===== src/hw/dcs_regs.svh =====
// constants of the digital i/o command server: codes, limits, counts
// assumes a byte stream from a tcp stack that tags each packet's port
`ifndef DCS_REGS_SVH
`define DCS_REGS_SVH

// ==========================================================
// packet layout
`define DCS_HDR_BYTES 9'h004
`define DCS_DATA_MAX 9'h012
`define DCS_VERSION 8'h02
`define DCS_LISTEN_PORT 16'h1389

// ==========================================================
// command codes
`define DCS_CMD_RD_ONE 8'h01
`define DCS_CMD_WR_ONE 8'h02
`define DCS_CMD_RD_RANGE 8'h05
`define DCS_CMD_WR_RANGE 8'h06

// ==========================================================
// completion codes
`define DCS_ST_OK 8'h00
`define DCS_ST_CMD_ERR 8'h01
`define DCS_ST_VER_ERR 8'h02
`define DCS_ST_LEN_ERR 8'h03
`define DCS_ST_OP_ERR 8'h04
`define DCS_ST_SHORT 8'h05
`define DCS_ST_LINE_ERR 8'h06
`define DCS_ST_OTHER 8'hff

// ==========================================================
// digital_io_line count
`define DCS_NLINES 8'h08

`endif


===== src/hw/dcs_pkg.sv =====
// types shared by the digital i/o command server
// assumes dcs_regs.svh for the numeric constants
package dcs_pkg;

    // ======================================================
    // stream carriers
    typedef struct packed {
        logic [15:0] port;
        logic [7:0] data;
        logic last;
    } dcs_rx_t;

    typedef struct packed {
        logic [7:0] data;
        logic last;
    } dcs_tx_t;

    // ======================================================
    // sequencer and state
    typedef enum logic [1:0] {
        DCS_RECV,
        DCS_DROP,
        DCS_EXEC,
        DCS_SEND
    } dcs_state_t;

    typedef struct packed {
        dcs_state_t st;
        logic [8:0] cnt;
        logic [7:0] cmd;
        logic [7:0] ver;
        logic [7:0] len;
        logic [17:0][7:0] dat;
        logic [7:0] stat;
        logic [7:0] rlen;
        logic [8:0] tix;
        logic [7:0] dir;
        logic [7:0] lvl;
        logic [7:0] in_s1;
        logic [7:0] in_s2;
        logic [7:0] tx_byte;
        logic tx_valid;
        logic tx_last;
    } dcs_regs_t;

endpackage


===== src/hw/dcs_server.sv =====
// digital i/o command server: parses command packets, drives the
// digital_io_line pins and answers each packet for its port with an acknowledge.
// assumes a tcp stack delivering packets as byte streams with a last
// flag and the destination port, and taking the reply the same way.
//
// How it works
// - command is four-byte header plus data
// - every command on port 5001 gets header plus data reply
// - header is code, version, status, length
// - code byte selects operation, 1 reads
// - status 0 for success, error code 1 to 6 otherwise
// - unknown command code answers status 1
// - wrong version answers status 2
// - length mismatch 3, too short 5
// - input mode with level set gives 4
// - line number 8 or above, or a range with first above last, answers status 6
// - only packets for port 5001 accepted
// - read one: line, direction, level back
// - code 2 writes one line, echoes state
// - code 5 reads range as byte pairs
// - code 6 writes range, returns pairs
`timescale 1ns/1ns
`include "dcs_regs.svh"

module dcs_server (
    // clock and reset
    input wire logic clk_sys_in,
    input wire logic rst_b_in,
    // command stream from the network stack
    input wire logic rx_valid_in,
    input wire dcs_pkg::dcs_rx_t rx_in,
    output logic rx_ready_out,
    // acknowledge stream to the network stack
    output logic tx_valid_out,
    output dcs_pkg::dcs_tx_t tx_out,
    input wire logic tx_ready_in,
    // digital_io_line pins
    input wire logic [7:0] dio_in,
    output logic [7:0] dio_out,
    output logic [7:0] dio_oe_out
);

    // ======================================================
    // helpers
    // picks the bit of a line vector for a line number
    function automatic logic dcs_bit(input logic [7:0] v,
                                     input logic [7:0] n);
        dcs_bit = v[n[2:0]];
    endfunction

    // level seen on a line: driven value or synchronised pin
    function automatic logic dcs_level(input dcs_pkg::dcs_regs_t r,
                                       input logic [7:0] n);
        dcs_level = dcs_bit(r.dir, n) ? dcs_bit(r.lvl, n)
                                      : dcs_bit(r.in_s2, n);
    endfunction

    // ======================================================
    // state
    dcs_pkg::dcs_regs_t q;
    dcs_pkg::dcs_regs_t d;

    // ======================================================
    // next state
    always_comb begin
        logic [8:0] dcnt;
        logic [7:0] first;
        logic [7:0] lastl;
        logic [8:0] span;
        logic [9:0] need;
        logic [7:0] st;
        logic [8:0] di;
        logic [7:0] line;
        logic [7:0] ob;
        logic rng_ok;
        int idx;
        d = q;
        dcnt = q.cnt - `DCS_HDR_BYTES;
        first = q.dat[0];
        lastl = q.dat[1];
        span = {1'b0, lastl} - {1'b0, first} + 9'h001;
        need = {span, 1'b0} + 10'h002;
        st = `DCS_ST_OK;
        di = q.tix - `DCS_HDR_BYTES;
        line = 8'h00;
        ob = 8'h00;
        idx = 0;
        rng_ok = (first < `DCS_NLINES) && (lastl < `DCS_NLINES)
                 && (first <= lastl);
        // pin synchroniser, first stage read only by the second
        d.in_s1 = dio_in;
        d.in_s2 = q.in_s1;
        unique case (q.st)
            dcs_pkg::DCS_RECV: begin
                if (rx_valid_in) begin
                    if (q.cnt == 9'h000 &&
                        rx_in.port != `DCS_LISTEN_PORT) begin
                        // foreign port: swallow the packet unanswered
                        d.st = rx_in.last ? dcs_pkg::DCS_RECV
                                          : dcs_pkg::DCS_DROP;
                    end else begin
                        // header fields in fixed order
                        if (q.cnt == 9'h000) d.cmd = rx_in.data;
                        if (q.cnt == 9'h001) d.ver = rx_in.data;
                        if (q.cnt == 9'h003) d.len = rx_in.data;
                        // data past the longest legal packet is only
                        // counted, which is enough to flag a bad length
                        if (q.cnt >= `DCS_HDR_BYTES &&
                            dcnt < `DCS_DATA_MAX) begin
                            d.dat[dcnt[4:0]] = rx_in.data;
                        end
                        if (q.cnt != 9'h1ff) d.cnt = q.cnt + 9'h001;
                        if (rx_in.last) d.st = dcs_pkg::DCS_EXEC;
                    end
                end
            end
            dcs_pkg::DCS_DROP: begin
                if (rx_valid_in && rx_in.last) d.st = dcs_pkg::DCS_RECV;
            end
            dcs_pkg::DCS_EXEC: begin
                // checks in priority order: shape, version, length,
                // then command-specific checks
                if (q.cnt < `DCS_HDR_BYTES) begin
                    st = `DCS_ST_SHORT;
                end else if (q.ver != `DCS_VERSION) begin
                    st = `DCS_ST_VER_ERR;
                end else if ({1'b0, q.len} != dcnt || q.len == 8'h00) begin
                    st = `DCS_ST_LEN_ERR;
                end else begin
                    unique case (q.cmd)
                        `DCS_CMD_RD_ONE: begin
                            if (q.len != 8'h01) st = `DCS_ST_LEN_ERR;
                            else if (first >= `DCS_NLINES)
                                st = `DCS_ST_LINE_ERR;
                        end
                        `DCS_CMD_WR_ONE: begin
                            if (q.len != 8'h03) st = `DCS_ST_LEN_ERR;
                            else if (first >= `DCS_NLINES)
                                st = `DCS_ST_LINE_ERR;
                            else if (q.dat[1] == 8'h00 && q.dat[2] != 8'h00)
                                st = `DCS_ST_OP_ERR;
                        end
                        `DCS_CMD_RD_RANGE: begin
                            if (q.len != 8'h02) st = `DCS_ST_LEN_ERR;
                            else if (!rng_ok) st = `DCS_ST_LINE_ERR;
                        end
                        `DCS_CMD_WR_RANGE: begin
                            if (q.len < 8'h02) st = `DCS_ST_LEN_ERR;
                            else if (!rng_ok) st = `DCS_ST_LINE_ERR;
                            else if ({2'b00, q.len} != need)
                                st = `DCS_ST_LEN_ERR;
                            else begin
                                for (int i = 0; i < 8; i++) begin
                                    idx = (i - int'(first)) * 2 + 2;
                                    if (i >= int'(first) && i <= int'(lastl)
                                        && q.dat[idx] == 8'h00
                                        && q.dat[idx + 1] != 8'h00)
                                        st = `DCS_ST_OP_ERR;
                                end
                            end
                        end
                        default: st = `DCS_ST_CMD_ERR;
                    endcase
                end
                // lines change only on success
                if (st == `DCS_ST_OK) begin
                    if (q.cmd == `DCS_CMD_WR_ONE) begin
                        d.dir[first[2:0]] = q.dat[1] != 8'h00;
                        d.lvl[first[2:0]] = q.dat[2] != 8'h00;
                    end
                    if (q.cmd == `DCS_CMD_WR_RANGE) begin
                        for (int i = 0; i < 8; i++) begin
                            idx = (i - int'(first)) * 2 + 2;
                            if (i >= int'(first) && i <= int'(lastl)) begin
                                d.dir[i] = q.dat[idx] != 8'h00;
                                d.lvl[i] = q.dat[idx + 1] != 8'h00;
                            end
                        end
                    end
                end
                d.stat = st;
                if (st != `DCS_ST_OK) d.rlen = 8'h01;
                else if (q.cmd == `DCS_CMD_RD_ONE ||
                         q.cmd == `DCS_CMD_WR_ONE) d.rlen = 8'h03;
                else d.rlen = {span[6:0], 1'b0};
                d.tix = 9'h000;
                d.st = dcs_pkg::DCS_SEND;
            end
            dcs_pkg::DCS_SEND: begin
                // reply data reflects state after any write
                if (q.cmd == `DCS_CMD_RD_ONE || q.cmd == `DCS_CMD_WR_ONE)
                    line = first;
                else
                    line = first + {1'b0, di[7:1]};
                if (q.stat != `DCS_ST_OK) ob = 8'h00;
                else if (q.cmd == `DCS_CMD_RD_ONE ||
                         q.cmd == `DCS_CMD_WR_ONE) begin
                    if (di == 9'h000) ob = first;
                    else if (di == 9'h001)
                        ob = {7'h00, dcs_bit(q.dir, line)};
                    else ob = {7'h00, dcs_level(q, line)};
                end else if (!di[0]) ob = {7'h00, dcs_bit(q.dir, line)};
                else ob = {7'h00, dcs_level(q, line)};
                // output slot frees when the stack takes the byte
                if (!q.tx_valid || tx_ready_in) begin
                    d.tx_valid = 1'b0;
                    if (q.tix <= {1'b0, q.rlen} + 9'h003) begin
                        unique case (q.tix)
                            9'h000: d.tx_byte = q.cmd;
                            9'h001: d.tx_byte = q.ver;
                            9'h002: d.tx_byte = q.stat;
                            9'h003: d.tx_byte = q.rlen;
                            default: d.tx_byte = ob;
                        endcase
                        d.tx_valid = 1'b1;
                        d.tx_last = q.tix == {1'b0, q.rlen} + 9'h003;
                        d.tix = q.tix + 9'h001;
                    end else begin
                        // last byte accepted: ready for next packet
                        d.st = dcs_pkg::DCS_RECV;
                        d.cnt = 9'h000;
                    end
                end
            end
        endcase
    end

    // ======================================================
    // registers, synchronous active-low reset
    always_ff @(posedge clk_sys_in) begin
        if (!rst_b_in) begin
            q <= '0;
        end else begin
            q <= d;
        end
    end

    // ======================================================
    // outputs
    assign rx_ready_out = (q.st == dcs_pkg::DCS_RECV) ||
                          (q.st == dcs_pkg::DCS_DROP);
    assign tx_valid_out = q.tx_valid;
    assign tx_out = '{data: q.tx_byte, last: q.tx_last};
    assign dio_out = q.lvl;
    assign dio_oe_out = q.dir; // high where line is an output

endmodule


===== config.mk =====
export PLATFORM = sky130hd
export DESIGN_NAME = dcs_server
export DESIGN_NICKNAME = d
export VERILOG_FILES = /design/src/hw/dcs_pkg.sv /design/src/hw/dcs_server.sv
export VERILOG_INCLUDE_DIRS = /design/src /design/src/hw
export SDC_FILE = /design/constraint.sdc
export NUM_CORES = 1
export LEC_CHECK = 0
export ABC_AREA = 1
export BUFFER_PORTS_ARGS = -buffer_cell sky130_fd_sc_hd__buf_4
export CAP_MARGIN = 20
export CORE_MARGIN = 2
export CORE_UTILIZATION = 44
export DETAILED_ROUTE_END_ITERATION = 8
export HOLD_SLACK_MARGIN = 0.02
export PLACE_DENSITY = 0.7
export SLEW_MARGIN = 20
export SYNTH_ARGS = -nofsm -noshare
export SYNTH_HDL_FRONTEND = slang
export SYNTH_SLANG_ARGS = --single-unit

===== constraint.sdc =====
create_clock -name clk_sys_in -period 4.9 [get_ports clk_sys_in]
set_input_delay 0.49 -clock clk_sys_in [delete_from_list [all_inputs] [get_ports clk_sys_in]]
set_output_delay 0.49 -clock clk_sys_in [all_outputs]
set_load 0.03 [all_outputs]

; Yosys cells after proc, flatten, opt, wreduce, memory -nomap -nowiden
; Cells that the tools add are included.
[word_totals]
ff_bits = 246
in_bits = 37
out_inout_bits = 27
word_cells = 357
[classes]
n_addsub = 33
n_lt_le_gt_ge = 45
n_eq_ne = 30
muxes = 132
bitwise = 1
n_reduce_logical = 83
[ops]
columns = cell, n
row1 = 8-bit binary-select mux with 5-bit select, 16
row2 = 8-bit two-way mux, 55
row3 = 179-bit two-way mux, 1
row4 = 177-bit two-way mux, 1
row5 = 8-bit nonzero test, 20
row6 = 144-bit bitwise mux, 1
row7 = 144-bit two-way mux, 1
row8 = "11-bit by 2-bit adder with 12-bit output, second input constant", 8
row9 = "12-bit by 7-bit less-than comparator with 1-bit output, second input constant", 8
row10 = "10-bit by 3-bit adder with 11-bit output, second input constant", 8
row11 = 8-bit logical NOT, 11
row12 = "11-bit by 7-bit less-than comparator with 1-bit output, second input constant", 8
row13 = 8-bit one-hot mux with 4 select lines, 2
row14 = 8-bit demux with 5-bit select, 1
row15 = 9-bit one-hot mux with 2 select lines, 2
row16 = "3-bit by 8-bit subtractor with 9-bit output, first input constant", 4
row17 = "3-bit by 8-bit >= comparator with 1-bit output, first input constant", 4
row18 = "3-bit by 8-bit less-or-equal comparator with 1-bit output, first input constant", 4
row19 = 16-bit two-way mux, 2
row20 = 1-bit logical AND, 31
row21 = 3-bit two-way mux, 10
row22 = "9-bit by 1-bit adder with 9-bit output, second input constant", 3
row23 = "9-bit by 1-bit equality test with 1-bit output, second input constant", 3
row24 = "9-bit by 2-bit equality test with 1-bit output, second input constant", 3
row25 = other kinds (56), 117

; Longest topological paths before layout
[depth]
word_depth = 26
ltp_mapped = 30
ltp_nobuf = 27

; Least setup slack after synthesis
; OpenSTA, ideal clock, no wires.
[synth_path]
path_kind = reg2reg
from = register with a tool-made name
to = register q (netlist bit dio_oe_out[4])
setup_ns = 0.113
arrival_ns = 3.499
required_time_ns = 4.787
path_slack_ns = 1.288
stages_incl_launch_ff = 23
path_buffers = 3
synth_period_minus_slack_ns = 3.612
cell_sequence = dfxtp_1 -> inv_2 -> buf_4 -> buf_2 -> ha_1 -> ha_1 -> fa_1 -> nand2_1 -> nor2_2 -> nand3_2 -> o21ai_1 -> nand2_1 -> nand2_1 -> nand2_1 -> inv_1 -> nand4_1 -> nor2_1 -> nor2_1 -> nor3_4 -> nand3_4 -> buf_4 -> nor2_1 -> nor2_1
[synth_rtl]
columns = element, line
row1 = to (signal assigned), dcs_server.sv:232  ; q <= '0;
row2 = to (signal assigned), dcs_server.sv:234  ; q <= d;
row3 = to (decl), dcs_server.sv:60  ; dcs_pkg::dcs_regs_t q;

==> impl_metrics.toml <==
[flow_run]
cap_viol_max_count = 0

[cts]
cts_tree = "done"
clockRootBuffer = "clkbuf_16"
cts.repair.resized = 0
cts_sinks = 241
post_cts_buffers = 0
clk_pin_slew_worst_paths_ns = 0.06
htree_levels = 1
ctsHoldBuffers = 0
clk_latency_ns = 0.56
cts_buffer_depth = 3
cts_buffers = 27

[grt]
grt_max_degree = 117
grt_first_pass_wirelength_um = 78300
overflow = 0
antenna_found_initial = 0
grt_pass1_vias = 14505
grt_use_total_pct = 26.6

[finish]
post-route-util_pct = 48.7
layout-drive-gt1-share_pct = 6.94
area_growth_pct = 8.90
layout.nets = 2517
fill_cells = 3584

[power]
peakVddDrop_uv = 212
powerDensity_nw_per_um2 = 287
p_leak_uw = 0.00751

[timing]
maxSlewHeadroom_pct = 29.0
rsz0062_at_grt = "no"
finalSetupViolations = 0
timing.fmax_mhz = 230
slew_violations = 0
period_share_pct = 88.9
clock-skew-final_ns = 0.0179
tightest_slew_ns = 1.07
fin_crit_ns = 4.36
fin_tns_setup_ns = 0
final-hold-violation-count = 0

[floorplan]
fp.dieW_um = 191
dieArea_um2 = 36600
die_y_um = 191
initial_utilization_pct = 44.7
ios = 64
rows = 68
core-area_um2 = 34500

[synth]
synth_area_um2 = 15400
synth_most_common_cell = "nand2_1"
synth_edf_count = 0
synth_area_leaders = "dfxtp_1 (31%), nand2_1 (14%), inv_1 (7.8%)"
ys_types = 56
async_flop_share_pct = 0
syn_inst = 2427
ys.flop_type = "dfxtp_1"
synth_area_per_cell_um2 = 6.36
synth_seq_area_share_pct = 31.2
syn-num-nets = 2528
ys_top_cells_by_count = "nand2_1 (561), inv_1 (320), nor2_1 (279)"
yosysWarnings = 0
synth_top_area_cell = "dfxtp_1"
ys_ff_latch = 241
yosysTopAreaCellShare_pct = 31.2

[route]
drc = 0
drtIter0Drc = 1380
ant_nets = 0
firstDrtPassIters = 5
viasPerCell = 5.46
vias = 15784
wire_per_inst_um = 17.0
totalWireLength_um = 49100

[worst_setup_path]
arrival_ns = 4.84
critPathKind = "reg -> reg"
startpoint_type = "register"
end_kind = "register"
crit_required_ns = 5.38
cp_max_fo = 32

[placed_design]
hpwl_um = 36000
gp_congestion = 0.941
portBuffers = 63

[min_path]
hold_class = "in -> reg"

[status]
status = "completed"
-- area by class of cell --
cell class / count / area (um2) / area share [%]
Antenna cell: 1 / 2.50 / 0.0149
Inverter: 342 / 1280 / 7.63
Clock buffer: 39 / 771 / 4.58
Multi-Input combinational cell: 1725 / 8670 / 51.6
Timing Repair Buffer: 79 / 593 / 3.53
Clock inverter: 8 / 95.1 / 0.566
Tap cell: 455 / 569 / 3.39
Sequential cell: 241 / 4830 / 28.7
-- power breakdown --
group | internal [uW] | total, uW | switching [uW]
Sequential | 2020 | 2060 | 42.0
Clock | 1190 | 2020 | 837
Combinational | 214 | 744 | 530
-- layout by cell type, fill, tap and decap left out, types with 27 or more instances in the layout --
cell type    n
clkbuf_16   27
ha_1        61
nand4_1     45
nand3_1    148
inv_1      319
a211oi_1    57
nor3_1      35
o21ai_0    226
buf_4       79
dfxtp_1    240
nor2_1     279
nand2_1    561
a21oi_1    157
-- routing by layer --
metal  track usage (%)  wire length (um)  vias to the layer above
li1                  -                 -                     7866
met4              8.82              1570                        0
met1              36.4             22200                     7253
met5                 0                 0                        -
met3              3.52              3440                      106
met2              43.0             21900                      559
-- cells by family after synthesis --
logic type      Yosys count  synth area share (%)
xor+xnor                 24                  1.36
buf+inv                 461                  12.6
flops                   241                  31.2
compound gates          517                  18.7
mux                       1                0.0648
simple gates           1119                  30.6
fa+ha+maj                64                  5.33
-- worst max-delay path, stage by stage (launching register included) --
cell,delay (ns)
dfxtp_1,0.64
clkinv_1,0.42
ha_1,0.44
ha_1,0.41
nand2_1,0.15
nand3_1,0.11
nand2_1,0.15
nand3_1,0.13
nand2_1,0.10
nand2_1,0.06
nand2_1,0.05
nand2_1,0.05
nor2_1,0.13
nand4_1,0.13
nor2_1,0.12
nor2_1,0.08
nor3_4,0.40
nand3_4,0.38
nand2_1,0.17
nand2_1,0.06
nor2_1,0.10
-- through the flow --
stage | total power, uW | worst slack, ns | hold WS (ns) | std cells | instance area (um2)
after floorplan | 2600 | 1.29 | 0.390 | 2427 | 15400
after global placement | 2830 | 0.651 | 0.405 | 2842 | 15900
after detailed placement | 2840 | 0.589 | 0.403 | 2842 | 15900
after CTS | 4850 | 0.535 | 0.128 | 2889 | 16800
after global routing | 5030 | 0.0164 | 0.125 | 2889 | 16800
final | 4830 | 0.543 | 0.131 | 2890 | 16800
-- worst paths after layout --
kind         slack, ns       endpoint  cells past startpoint  startpoint
max               0.54  dio_oe_out[2]                     20    register
min reg2reg       0.42          q[17]                      2       d[17]
max reg2reg       0.54  dio_oe_out[2]                     20    register
min               0.13          d[11]                      3   dio_in[1]
Note: power is estimated with default switching activity, not from simulation.
